===== config.mk =====
export PLATFORM = sky130hd
export DESIGN_NAME = timer_capture_compare_pwm
export DESIGN_NICKNAME = d
export VERILOG_FILES = /design/src/timer_capture_compare_pwm_pkg.sv /design/src/timer_capture_compare_pwm.sv
export SDC_FILE = /design/constraint.sdc
export NUM_CORES = 1
export LEC_CHECK = 0
export BUFFER_PORTS_ARGS = -buffer_cell sky130_fd_sc_hd__buf_2
export CAP_MARGIN = 25
export CORE_UTILIZATION = 55
export DETAILED_ROUTE_END_ITERATION = 8
export PLACE_DENSITY_LB_ADDON = 0.15
export SLEW_MARGIN = 25
export SYNTH_ARGS = -nofsm -noshare
export SYNTH_HDL_FRONTEND = slang
export SYNTH_SLANG_ARGS = --single-unit

===== constraint.sdc =====
create_clock -name clk -period 4 [get_ports clk]
set_input_delay 0.8 -clock clk [delete_from_list [all_inputs] [get_ports clk]]
set_output_delay 0.8 -clock clk [all_outputs]
set_load 0.02 [all_outputs]

===== src/timer_capture_compare_pwm_pkg.sv =====
// package of the capture/compare/pwm timer: register map, fields, state
// assumes a 32-bit classic wishbone slave port with byte addressing
package timer_capture_compare_pwm_pkg;
	localparam int NCH = 4;
	// ***************************************************************
	// register offsets
	// ***************************************************************
	localparam logic [5:0] ADR_CTRL   = 6'h00;
	localparam logic [5:0] ADR_CNT    = 6'h04;
	localparam logic [5:0] ADR_MOD    = 6'h08;
	localparam logic [5:0] ADR_CH0    = 6'h10;
	localparam logic [5:0] CH_STRIDE  = 6'h08;
	localparam logic [5:0] CH_VAL_OFS = 6'h04;
	// ***************************************************************
	// field positions
	// ***************************************************************
	localparam int CTRL_PS     = 0;
	localparam int CTRL_CLK    = 3;
	localparam int CTRL_CENTER = 5;
	localparam int CTRL_TOIE   = 6;
	localparam int CTRL_TOF    = 7;
	localparam int CSC_ELS     = 0;
	localparam int CSC_MS      = 2;
	localparam int CSC_IE      = 6;
	localparam int CSC_FLAG    = 7;
	localparam logic [15:0] CNT_TOP = 16'hFFFF;
	localparam logic [15:0] CNT_ZERO = 16'h0000;
	typedef enum logic [1:0] {CLK_OFF = 2'h0, CLK_BUS = 2'h1, CLK_FIXED = 2'h2, CLK_EXT = 2'h3} clk_src_t;
	typedef struct packed {
		logic [2:0]                ps;
		logic [1:0]                clkSel;
		logic                      center;
		logic                      tofIe;
		logic                      tof;
		logic [15:0]               cnt;
		logic [15:0]               modv;
		logic                      down;
		logic [6:0]                pre;
		logic [1:0]                fixSync;
		logic                      fixLast;
		logic [1:0]                extSync;
		logic                      extLast;
		logic [NCH-1:0][1:0]       els;
		logic [NCH-1:0][1:0]       msel;
		logic [NCH-1:0]            ie;
		logic [NCH-1:0]            flag;
		logic [NCH-1:0][15:0]      val;
		logic [NCH-1:0][2:0]       inSync;
		logic [NCH-1:0]            pinOut;
		logic [NCH-1:0]            pinOe;
		logic [NCH-1:0]            chIrq;
		logic                      tofIrq;
		logic                      ack;
		logic [31:0]               rdata;
	} state_t;
	// every control field resets to zero: timer off, prescale 1, modulo 0
	localparam state_t STATE_RST = '0;
endpackage : timer_capture_compare_pwm_pkg


===== src/timer_capture_compare_pwm.sv =====
// timer with 16-bit counter and capture/compare/pwm channels
// assumes synchronous inputs, one 20 MHz clock, classic wishbone master
//
// Summary of operation
// channels each capture, compare or edge pwm
// capture edge copies counter, sets flag
// compare match sets flag, drives pin action
// clock source bus, fixed or external pin
// prescale by 1 to 128 in powers
// fixed clock synchronised before counting
// 16-bit counter, up or up/down
// one request per channel plus overflow
// center bit forces center pwm everywhere
// debug mode freezes all counting
// keeps running in wait mode
// edge pwm period is modulo plus one
// edge pwm flags at period end, duty
// edge pwm leading edges at period start
// center pwm counts up then down
// center pwm set down-match, clear up-match
// modulo zero or all ones runs free
// counter reads do not disturb counting
// a counter write on either low byte lane clears the counter
// edge pwm high at zero, low at match
// capture inputs pass a clock synchroniser
// overflow flag sticky until software clears
//
// Chosen here: the Wishbone slave port and the register offsets.
`timescale 1ns/1ps
module timer_capture_compare_pwm (
	input  wire logic                                        clk,
	input  wire logic                                        rst_n,
	input  wire logic                                        cyc_i,
	input  wire logic                                        stb_i,
	input  wire logic                                        we_i,
	input  wire logic [5:0]                                  adr_i,
	input  wire logic [3:0]                                  sel_i,
	input  wire logic [31:0]                                 dat_i,
	output logic      [31:0]                                 dat_o,
	output logic                                             ack_o,
	input  wire logic                                        debugActive,
	input  wire logic                                        fixedClkIn,
	input  wire logic                                        extClkIn,
	input  wire logic [timer_capture_compare_pwm_pkg::NCH-1:0] chIn,
	output logic      [timer_capture_compare_pwm_pkg::NCH-1:0] chOut,
	output logic      [timer_capture_compare_pwm_pkg::NCH-1:0] chOe,
	output logic      [timer_capture_compare_pwm_pkg::NCH-1:0] chIrq,
	output logic                                             tofIrq
);
	timer_capture_compare_pwm_pkg::state_t s;
	timer_capture_compare_pwm_pkg::state_t next_s;
	logic        tick;
	logic        stepUp;
	logic [15:0] nc;
	logic        wrAck;
	logic        req;

	assign req   = cyc_i & stb_i;
	assign wrAck = req & we_i & s.ack;

	// ***************************************************************
	// next state
	// ***************************************************************
	always_comb
	begin
		logic       srcTick;
		logic [6:0] mask;
		logic [15:0] lim;
		logic       tofSet;
		logic       rise;
		logic       fall;
		logic       match;
		logic [5:0] base;
		next_s  = s;
		srcTick = 1'b0;
		tofSet  = 1'b0;
		rise    = 1'b0;
		fall    = 1'b0;
		match   = 1'b0;
		base    = 6'h00;
		mask    = 7'h00;
		lim     = 16'h0000;
		stepUp  = 1'b1;
		nc      = s.cnt;
		// first stages feed only the second stages
		next_s.fixSync = {s.fixSync[0], fixedClkIn};
		next_s.fixLast = s.fixSync[1];
		next_s.extSync = {s.extSync[0], extClkIn};
		next_s.extLast = s.extSync[1];
		unique case (s.clkSel)
			timer_capture_compare_pwm_pkg::CLK_BUS:   srcTick = 1'b1;
			timer_capture_compare_pwm_pkg::CLK_FIXED: srcTick = s.fixSync[1] & ~s.fixLast;
			timer_capture_compare_pwm_pkg::CLK_EXT:   srcTick = s.extSync[1] & ~s.extLast;
			default:                                  srcTick = 1'b0;
		endcase
		// no wait-mode input exists, so counting simply continues there
		mask = 7'((8'h01 << s.ps) - 8'h01);
		tick = srcTick & ~debugActive & ((s.pre & mask) == mask);
		if (srcTick & ~debugActive)
		begin
			next_s.pre = s.pre + 7'h01;
		end
		// ***********************************************************
		// main counter
		// ***********************************************************
		lim = ((s.modv == timer_capture_compare_pwm_pkg::CNT_ZERO) ||
			(s.modv == timer_capture_compare_pwm_pkg::CNT_TOP)) ?
			timer_capture_compare_pwm_pkg::CNT_TOP : s.modv;
		if (tick)
		begin
			if (!s.center)
			begin
				if (s.cnt == lim)
				begin
					nc     = timer_capture_compare_pwm_pkg::CNT_ZERO;
					tofSet = 1'b1;
				end
				else
				begin
					nc = s.cnt + 16'h0001;
				end
			end
			else if (!s.down)
			begin
				if (s.cnt == lim)
				begin
					nc            = s.cnt - 16'h0001;
					next_s.down   = 1'b1;
					stepUp        = 1'b0;
				end
				else
				begin
					nc = s.cnt + 16'h0001;
				end
			end
			else
			begin
				stepUp = 1'b0;
				if (s.cnt == timer_capture_compare_pwm_pkg::CNT_ZERO)
				begin
					nc          = 16'h0001;
					next_s.down = 1'b0;
					stepUp      = 1'b1;
				end
				else
				begin
					nc = s.cnt - 16'h0001;
					if (nc == timer_capture_compare_pwm_pkg::CNT_ZERO)
					begin
						next_s.down = 1'b0;
						tofSet      = 1'b1;
					end
				end
			end
		end
		next_s.cnt = nc;
		// ***********************************************************
		// bus slave: ack one cycle after request, write at the ack edge
		// ***********************************************************
		next_s.ack   = req & ~s.ack;
		next_s.rdata = 32'h0000_0000;
		if (req & ~s.ack & ~we_i)
		begin
			// reads have no side effect on counting
			unique case (adr_i)
				timer_capture_compare_pwm_pkg::ADR_CTRL:
					next_s.rdata[7:0] = {s.tof, s.tofIe, s.center, s.clkSel, s.ps};
				timer_capture_compare_pwm_pkg::ADR_CNT: next_s.rdata[15:0] = s.cnt;
				timer_capture_compare_pwm_pkg::ADR_MOD: next_s.rdata[15:0] = s.modv;
				default: next_s.rdata = 32'h0000_0000;
			endcase
			for (int i = 0; i < timer_capture_compare_pwm_pkg::NCH; i++)
			begin
				base = 6'(timer_capture_compare_pwm_pkg::ADR_CH0 + 6'(i) * timer_capture_compare_pwm_pkg::CH_STRIDE);
				if (adr_i == base)
					next_s.rdata[7:0] = {s.flag[i], s.ie[i], 2'h0, s.msel[i], s.els[i]};
				if (adr_i == 6'(base + timer_capture_compare_pwm_pkg::CH_VAL_OFS))
					next_s.rdata[15:0] = s.val[i];
			end
		end
		if (wrAck)
		begin
			unique case (adr_i)
				timer_capture_compare_pwm_pkg::ADR_CTRL:
				begin
					if (sel_i[0])
					begin
						next_s.ps     = dat_i[timer_capture_compare_pwm_pkg::CTRL_PS +: 3];
						next_s.clkSel = dat_i[timer_capture_compare_pwm_pkg::CTRL_CLK +: 2];
						next_s.center = dat_i[timer_capture_compare_pwm_pkg::CTRL_CENTER];
						next_s.tofIe  = dat_i[timer_capture_compare_pwm_pkg::CTRL_TOIE];
						if (dat_i[timer_capture_compare_pwm_pkg::CTRL_TOF])
							next_s.tof = 1'b0;
					end
				end
				timer_capture_compare_pwm_pkg::ADR_CNT:
				begin
					if (sel_i[0] | sel_i[1])
					begin
						next_s.cnt  = timer_capture_compare_pwm_pkg::CNT_ZERO;
						next_s.pre  = 7'h00;
						next_s.down = 1'b0;
					end
				end
				timer_capture_compare_pwm_pkg::ADR_MOD:
				begin
					if (sel_i[0])
						next_s.modv[7:0] = dat_i[7:0];
					if (sel_i[1])
						next_s.modv[15:8] = dat_i[15:8];
				end
				default: ;
			endcase
			for (int i = 0; i < timer_capture_compare_pwm_pkg::NCH; i++)
			begin
				base = 6'(timer_capture_compare_pwm_pkg::ADR_CH0 + 6'(i) * timer_capture_compare_pwm_pkg::CH_STRIDE);
				if ((adr_i == base) && sel_i[0])
				begin
					next_s.els[i]  = dat_i[timer_capture_compare_pwm_pkg::CSC_ELS +: 2];
					next_s.msel[i] = dat_i[timer_capture_compare_pwm_pkg::CSC_MS +: 2];
					next_s.ie[i]   = dat_i[timer_capture_compare_pwm_pkg::CSC_IE];
					if (dat_i[timer_capture_compare_pwm_pkg::CSC_FLAG])
						next_s.flag[i] = 1'b0;
				end
				if (adr_i == 6'(base + timer_capture_compare_pwm_pkg::CH_VAL_OFS))
				begin
					if (sel_i[0])
						next_s.val[i][7:0] = dat_i[7:0];
					if (sel_i[1])
						next_s.val[i][15:8] = dat_i[15:8];
				end
			end
		end
		// sets come after the bus clears so a coincident event wins
		if (tofSet)
			next_s.tof = 1'b1;
		// ***********************************************************
		// channels
		// ***********************************************************
		for (int i = 0; i < timer_capture_compare_pwm_pkg::NCH; i++)
		begin
			next_s.inSync[i] = {s.inSync[i][1:0], chIn[i]};
			rise  = s.inSync[i][1] & ~s.inSync[i][2];
			fall  = ~s.inSync[i][1] & s.inSync[i][2];
			match = tick & (nc == s.val[i]);
			if (s.center)
			begin
				if (match && (s.els[i] != 2'h0))
				begin
					next_s.flag[i]   = 1'b1;
					// up-match deasserts, down-match asserts
					next_s.pinOut[i] = stepUp ? s.els[i][0] : ~s.els[i][0];
				end
			end
			else
			begin
				unique case (s.msel[i])
					2'h0:
					begin
						if ((s.els[i][0] & rise) | (s.els[i][1] & fall))
						begin
							next_s.val[i]  = s.cnt;
							next_s.flag[i] = 1'b1;
						end
					end
					2'h1:
					begin
						if (match)
						begin
							next_s.flag[i] = 1'b1;
							unique case (s.els[i])
								2'h1:    next_s.pinOut[i] = ~s.pinOut[i];
								2'h2:    next_s.pinOut[i] = 1'b0;
								2'h3:    next_s.pinOut[i] = 1'b1;
								default: ;
							endcase
						end
					end
					default:
					begin
						// each edge pwm channel starts its pulse at count zero
						if (tick && (nc == timer_capture_compare_pwm_pkg::CNT_ZERO))
							next_s.pinOut[i] = ~s.els[i][0];
						if (match)
						begin
							next_s.flag[i]   = 1'b1;
							next_s.pinOut[i] = s.els[i][0];
						end
					end
				endcase
			end
			next_s.pinOe[i] = (next_s.els[i] != 2'h0) &&
				(next_s.clkSel != timer_capture_compare_pwm_pkg::CLK_OFF) &&
				(next_s.center || (next_s.msel[i] != 2'h0));
			next_s.chIrq[i] = next_s.flag[i] & next_s.ie[i];
		end
		next_s.tofIrq = next_s.tof & next_s.tofIe;
	end

	always_ff @(posedge clk)
	begin
		if (!rst_n)
			s <= timer_capture_compare_pwm_pkg::STATE_RST;
		else
			s <= next_s;
	end

	assign dat_o  = s.rdata;
	assign ack_o  = s.ack;
	assign chOut  = s.pinOut;
	assign chOe   = s.pinOe;
	assign chIrq  = s.chIrq;
	assign tofIrq = s.tofIrq;
endmodule : timer_capture_compare_pwm


**Word-level counts from Yosys, hierarchy flattened**

Index checks and enable logic that the tools add are counted.

- Logic and storage cells: 360
- Register bits: 200
- Input port bits: 54
- Output and inout port bits: 46

- Multiplexer cells: 144
- Eq/ne operators: 52
- Reductions and logical operators: 56
- $add $sub $neg: 4
- Bitwise logic cells: 61
- Shift operators: 1

Operators by type and width:

| cell | count |
|---|---|
| 16-bit two-way mux | 30 |
| 8-bit two-way mux | 16 |
| 88-bit two-way mux | 1 |
| 16-bit == test | 5 |
| 1-bit two-way mux | 74 |
| 16-bit logical NOT | 4 |
| 45-bit two-way mux | 1 |
| 1-bit bitwise AND | 34 |
| 2-bit nonzero test | 13 |
| 6-bit by 5-bit == test with 1-bit output, second input constant | 4 |
| 6-bit == test, second input constant | 4 |
| 8-bit one-hot mux with 3 select lines | 1 |
| 1-bit NOT | 21 |
| 2-bit == test, second input constant | 10 |
| 5-bit by 2-bit inequality test with 1-bit output, second input constant | 4 |
| 5-bit AND reduction | 4 |
| 2-bit by 1-bit == test with 1-bit output, second input constant | 9 |
| 1-bit logical AND | 17 |
| 16-bit by 1-bit adder with 16-bit output, second input constant | 1 |
| 16-bit == test, second input constant | 1 |
| 2-bit two-way mux | 8 |
| 8-bit one-hot mux with 2 select lines | 1 |
| 16-bit by 1-bit subtractor with 16-bit output, second input constant | 1 |
| 1-bit one-hot mux with 3 select lines | 5 |
| other kinds (20) | 49 |

**Depth between registers and ports, before layout**

- Depth after elaboration: 14
- Mapped depth: 19
- Gate-level depth less buffers: 16

**Worst setup path after synthesis**

OpenSTA, ideal clock, no wires.

- Kind: register -> register
- From: register s[176] (netlist name)
- To: register s, in the netlist chOut[3]
- Slack: -0.363 ns
- Stages on the path, launching flop included: 17
- Required time: 3.928 ns
- Arrival time: 4.291 ns
- Period minus slack after synthesis: 4.363 ns
- Path buffers: 2
- Setup time: 0.072 ns
- Cells stage by stage: dfxtp_1 clkbuf_1 inv_1 ha_1 buf_2 or4b_4 or4_4 or4_4 a21oi_1 or4_1 nand3_1 nor4b_2 nand4_1 or4_1 a211o_1 o21ai_2 mux2i_1

- Longest elaborated chain between the ends: 10
- Elaborated cells on any way between the ends: 29
- Those cells by class: add/sub (2); eq/ne (4); mux (16); bitwise (1); reduce/logical (6)

RTL lines:

| what | line | source |
|---|---|---|
| start, declared | timer_capture_compare_pwm.sv:50 | `timer_capture_compare_pwm_pkg::state_t s;` |
| start signal, assigned | timer_capture_compare_pwm.sv:303 | `s <= timer_capture_compare_pwm_pkg::STATE_RST;` |
| start signal, assigned | timer_capture_compare_pwm.sv:305 | `s <= next_s;` |
| 16-bit by 1-bit adder with 16-bit output, or another cell as far along | timer_capture_compare_pwm.sv:120, timer_capture_compare_pwm.sv:133 |  |
| 16-bit two-way mux, on equally long branches | timer_capture_compare_pwm.sv:125, timer_capture_compare_pwm.sv:139 |  |
| 16-bit two-way mux | timer_capture_compare_pwm.sv:123 | `else if (!s.down)` |
| 16-bit two-way mux | timer_capture_compare_pwm.sv:111 | `if (!s.center)` |
| 16-bit two-way mux | timer_capture_compare_pwm.sv:109 | `if (tick)` |
| 16-bit == test | timer_capture_compare_pwm.sv:245 | `match = tick & (nc == s.val[i]);` |
| 1-bit bitwise AND | timer_capture_compare_pwm.sv:245 |  |
| 1-bit two-way mux / 1-bit logical AND (equally long branches) | timer_capture_compare_pwm.sv:284, timer_capture_compare_pwm.sv:248 |  |
| 1-bit one-hot mux with 2 select lines / 2-bit by 1-bit inequality test with 1-bit output (equally long branches) | - |  |
| 1-bit two-way mux / 5-bit AND reduction (equally long branches) | - |  |

Several ways; a longest one is shown, not always the timed one. The select of a mux whose other input is x is not followed.
A chain may end at the register's enable or synchronous reset.

**Worst setup path after layout**

- From: register s[170] (netlist name)
- To: register s, in the netlist chOut[3]

- Longest elaborated chain between the ends: 13
- Elaborated cells on any way between the ends: 28
- Those cells by class: eq/ne (5); mux (15); bitwise (1); reduce/logical (7)

RTL lines:

| what | line | source |
|---|---|---|
| 16-bit == test / 16-bit logical NOT (equally long branches) | timer_capture_compare_pwm.sv:107, timer_capture_compare_pwm.sv:106 |  |
| 1-bit logical OR | timer_capture_compare_pwm.sv:106 | `lim = ((s.modv == timer_capture_compare_pwm_pkg::CNT_ZERO) \|\|` |
| 16-bit two-way mux (*) | timer_capture_compare_pwm.sv:107 | `(s.modv == timer_capture_compare_pwm_pkg::CNT_TOP)) ?` |
| 16-bit == test (*) | timer_capture_compare_pwm.sv:113, timer_capture_compare_pwm.sv:125 |  |
| 16-bit two-way mux | timer_capture_compare_pwm.sv:125 | `if (s.cnt == lim)` |
| 16-bit two-way mux | timer_capture_compare_pwm.sv:123 |  |
| 16-bit two-way mux | timer_capture_compare_pwm.sv:111 |  |
| 16-bit two-way mux | timer_capture_compare_pwm.sv:109 |  |
| 16-bit == test | timer_capture_compare_pwm.sv:245 |  |
| 1-bit bitwise AND | timer_capture_compare_pwm.sv:245 |  |
| 1-bit two-way mux / 1-bit logical AND (equally long branches) | timer_capture_compare_pwm.sv:284, timer_capture_compare_pwm.sv:248 |  |
| 1-bit one-hot mux with 2 select lines / 2-bit by 1-bit inequality test with 1-bit output (equally long branches) | - |  |
| 1-bit two-way mux / 5-bit AND reduction (equally long branches) | - |  |

Every way passes the cells marked *; elsewhere a longest branch is shown, timed or not. The select of a mux whose other input is x is not followed.

==> PnR_summary.wiki <==
{| class="wikitable"
! Metric !! Value
|-
| Leading post-synthesis cells by cell area || sky130_fd_sc_hd__dfxtp_1 30%, sky130_fd_sc_hd__a21oi_1 6.9%, sky130_fd_sc_hd__nand2_1 6.3%
|-
| Total vias in the final route || approximately 14000
|-
| Dominant delay contributor by cell family on the critical path || simple AND/OR/NAND/NOR gates
|-
| Overall power consumption || 3.98 mW
|-
| Largest net degree at the start of global routing || 54
|-
| Worst-case setup margin in the final layout || -0.351 ns
|-
| Asr flop ratio synth || 0%
|-
| Y dimension of the die || roughly 150 µm
|-
| Clk network pwr share || about 46%
|-
| Pin slew with the least headroom to its limit || around 0.88 ns
|-
| Post-synth EDFFs || 0
|-
| Number of clock sinks || around 180
|-
| Setup crit end kind || flop
|-
| Ant diodes || 0
|-
| Maximum resistive drop on vdd || around 0.00026 V
|-
| Register-to-Register Setup Slack || -0.35 ns
|-
| Internal power || 2.82 mW
|-
| Nature of the critical path startpoint || flop
|-
| Via/cell ratio || about 6.6
|-
| Ordered list of cells on the worst path || nor4_2 -> buf_4 -> and4_4 -> or2_4 -> buf_4 -> o221ai_2 -> nand4_1 -> buf_6 -> o21ai_4 -> and3_4 -> nor2_2 -> a32o_2 -> or4_4 -> or4_4 -> a211o_1 -> o21ai_2 -> mux2i_1
|-
| Non-filler cells in the finished layout || roughly 2100
|-
| Final-report hold violation count || 0
|-
| R2r worst-path depth || 17
|-
| Number of placement rows || 53
|-
| Final hold slack || approximately 0.44 ns
|-
| Routed wire per std cell || ~24 µm
|-
| Proportion of netlist area held by the largest area contributor || a little under a third
|-
| Post-route cell area || ~15000 µm²
|-
| Min-delay src || next_s[53]
|-
| Final weighted congestion of routability-driven global placement || approximately 1.1
|-
| Flops & latches, synth || ~180
|-
| Growth of design area from synthesis to finish || 26.6%
|-
| Largest area contributor in the netlist || sky130_fd_sc_hd__dfxtp_1
|-
| Worst setup slack after placement || -0.427 ns
|-
| Ys Warns || 0
|-
| Drt total wl || about 52 mm
|-
| Synth Cell Area || ~12000 µm²
|-
| Count of TritonRoute iterations in the first routing pass || 9
|-
| Pins Over Slew Limit || 0
|-
| Overflow left after global routing || 0
|-
| Detailed placer's ending HPWL || slightly below 40 mm
|-
| Die Area || 22600 µm²
|-
| Buffer levels on the longest clock path || 2
|-
| Later-pin clock latency in the skew report || around 0.46 ns
|-
| Count of buffers from port buffering || 65
|-
| Number of hold buffers added after cts || 0
|-
| Final core utilization || a little over 70%
|-
| Wire length of the first global-routing pass || 77.0 mm
|-
| Standard cell with the maximum stage delay on the critical path || sky130_fd_sc_hd__or4_4
|-
| Vias in the first global route || 12959
|-
| Logic gate share of total power || 7.4%
|-
| Sequential cell fraction of total power || between 40% and 50%
|-
| Final setup violation count || 9
|-
| Number of buffer and inverter stages on the critical path || 3
|-
| Ratio of cells with drive above 1 in the final layout || 27.6%
|-
| Total of fill cells in the finished design || 1747
|-
| Data required time of the worst path || 4.39 ns
|-
| CTS buffer count || 17
|-
| Cell count after synthesis || roughly 1600
|-
| Worst reg2reg path endpoint || chOut[3]
|-
| Initial antenna violation count || 0
|-
| Core Box Area || around 21000 µm²
|-
| Synth cell count leaders || 203 x sky130_fd_sc_hd__nand2_1, 184 x sky130_fd_sc_hd__dfxtp_1, 167 x sky130_fd_sc_hd__a21oi_1
|-
| Prevailing post-synth register cell || sky130_fd_sc_hd__dfxtp_1
|-
| Max Fanout on Critical Path || 5
|-
| Antenna-violating nets left || 0
|-
| Violation count after the first detailed-routing iteration || 1875
|-
| FMAX || about 230 MHz
|-
| Longest individual stage delay on the worst path || a little over 0.6 ns
|-
| Pwr/cell area || about 260 nW/µm²
|-
| Final TNS setup || -1.48 ns
|-
| Net count reported at finish || about 1900
|-
| Number of different library cells in the post-synthesis netlist || 91
|-
| Worst hold path type || reg2reg
|-
| Switching power || around 1.2 mW
|-
| Max-cap check violation count || 0
|-
| Instance count after placement with tap cells included || just over 2000
|-
| Clock transition at the register clock pins on the worst setup and hold paths after CTS || 0.09 ns
|-
| Leakage Power || between 6 and 7 nW
|-
| Headroom to the max-slew limit || 40.9%
|-
| Crit share post-route || 109%
|-
| Area of placed instances || around 14000 µm²
|-
| All-Layer GR Usage || a little under half
|-
| Launch instance of the worst register-to-register path || s[170]
|-
| Arrival @ worst endpoint || 4.74 ns
|-
| RSZ-0062 raised after global routing || true
|-
| Count of cells along the worst hold path || 1
|-
| Starting utilization of the core area || between 50% and 60%
|-
| Die W || 150 µm
|-
| Net Sw Frac || 29.2%
|-
| Residual DRC count || 12
|-
| End point of the most critical hold path || next_s[54]
|-
| Setup clock skew after layout || approximately 0.023 ns
|-
| CTS tree || yes
|-
| Failing checks || design-rule violations, negative setup slack
|-
| Clock root buffer master || sky130_fd_sc_hd__clkbuf_16
|-
| Sequential cell area fraction in the yosys report || 30.4%
|-
| Syn avg cell area || between 7 and 8 µm²
|-
| Most frequent cell after synthesis || sky130_fd_sc_hd__nand2_1
|-
| Worst Path Class, Setup || reg2reg
|-
| Status || complete, but fails checks
|-
| Post-layout min period || 4.35 ns
|-
| Top-level I/O count || 100
|-
| Max H-tree Level || 4
|}
[flip-flops by register name, summed over array words and instances, names as in the netlist]
register,flops
next_s,12
chOe,4
chIrq,4
s,142
chOut,4
dat_o,16
ack_o,1
tofIrq,1
[power groups by stage]
| stage | combinational (mW) | clock (mW) | sequential [mW] |
|---|---|---|---|
| floorplan | 0.151 | 0 | 1.89 |
| global placement | 0.268 | 0 | 1.89 |
| detailed placement | 0.270 | 0 | 1.89 |
| CTS | 0.278 | 1.85 | 1.84 |
| global route | 0.309 | 1.91 | 1.84 |
| finish | 0.295 | 1.85 | 1.84 |
[cells by family after synthesis]
family	after synthesis	share of synthesized area [%]
AO/OA/AOI/OAI	450	24.9
flip-flops	184	30.4
adder cells (fa/ha/maj)	6	0.619
multiplexers	44	3.67
other	1	0.0309
AND/OR/NAND/NOR	673	27.3
buffers and inverters	202	7.99
XOR/XNOR	71	5.13
[worst register-to-register path, delay by kind of cell, from the launching register on]
kind                   cells  cell delay [ns]
AOI/OAI and AO/OA          5             0.98
buffers and inverters      3             0.52
DFF                        1             0.39
muxes                      1             0.19
and+or+nand+nor            8             2.22
[how the worst max path moves through the flow]
stage,cells after the start,end,startpoint
final,17,chOut[3],s[170]
after global routing,16,chOut[3],s[161]
after CTS,17,chOut[3],s[177]
after detailed placement,17,chOut[0],debugActive
after global placement,17,chOut[0],debugActive
after floorplan,15,chOut[1],s[176]
[layer usage]
layer  vias up  track usage [%]  share of wire [%]
met1      6492             56.2                 37
met2      1002             72.2                 44
met3       274             9.67                 11
met4         0             31.0                7.3
li1       6265                -                  -
met5         -                0                  0
[cell type report]
| type | count | area, µm² | share of cell area, % |
|---|---|---|---|
| timing repair buffer | 345 | 2570 | 16.7 |
| sequential | 184 | 3730 | 24.3 |
| multi-input combinational | 1261 | 7970 | 51.9 |
| inverter | 25 | 95.1 | 0.619 |
| clock inverter | 15 | 220 | 1.43 |
| tap | 275 | 344 | 2.24 |
| clock buffer | 17 | 425 | 2.77 |
[cell usage in the layout (no fill, tap or decap), drive strengths merged, types with 5 or more instances in the layout]
master and n:
a311oi 19, nand4 24, mux2i 40, nor2 163, xnor2 37, nor2b 13
o21ai 65, a21oi 172, and2 30, nor3 31, nor4 24, nand2b 8
a22oi 26, and4 6, xor2 34, clkbuf 17, nand3b 6, or3 22
a221oi 10, o22ai 9, a21boi 5, nand2 204, or2 8, and3 13
o31ai 9, inv 33, buf 345, a31oi 16, ha 6, o221ai 17
clkinv 6, conb 16, or4 9, a211oi 27, dfxtp 184, nand3 99
o211ai 11
[timing repair]
| action | CTS | global route |
|---|---|---|
| pin swaps | 32 | 36 |
| buffers inserted | 13 | 8 |
| setup endpoints to repair | 12 | 12 |
| cloned | 1 | 0 |
| gates resized for setup | 54 | 51 |
Note: power is estimated with default switching activity, not from simulation.
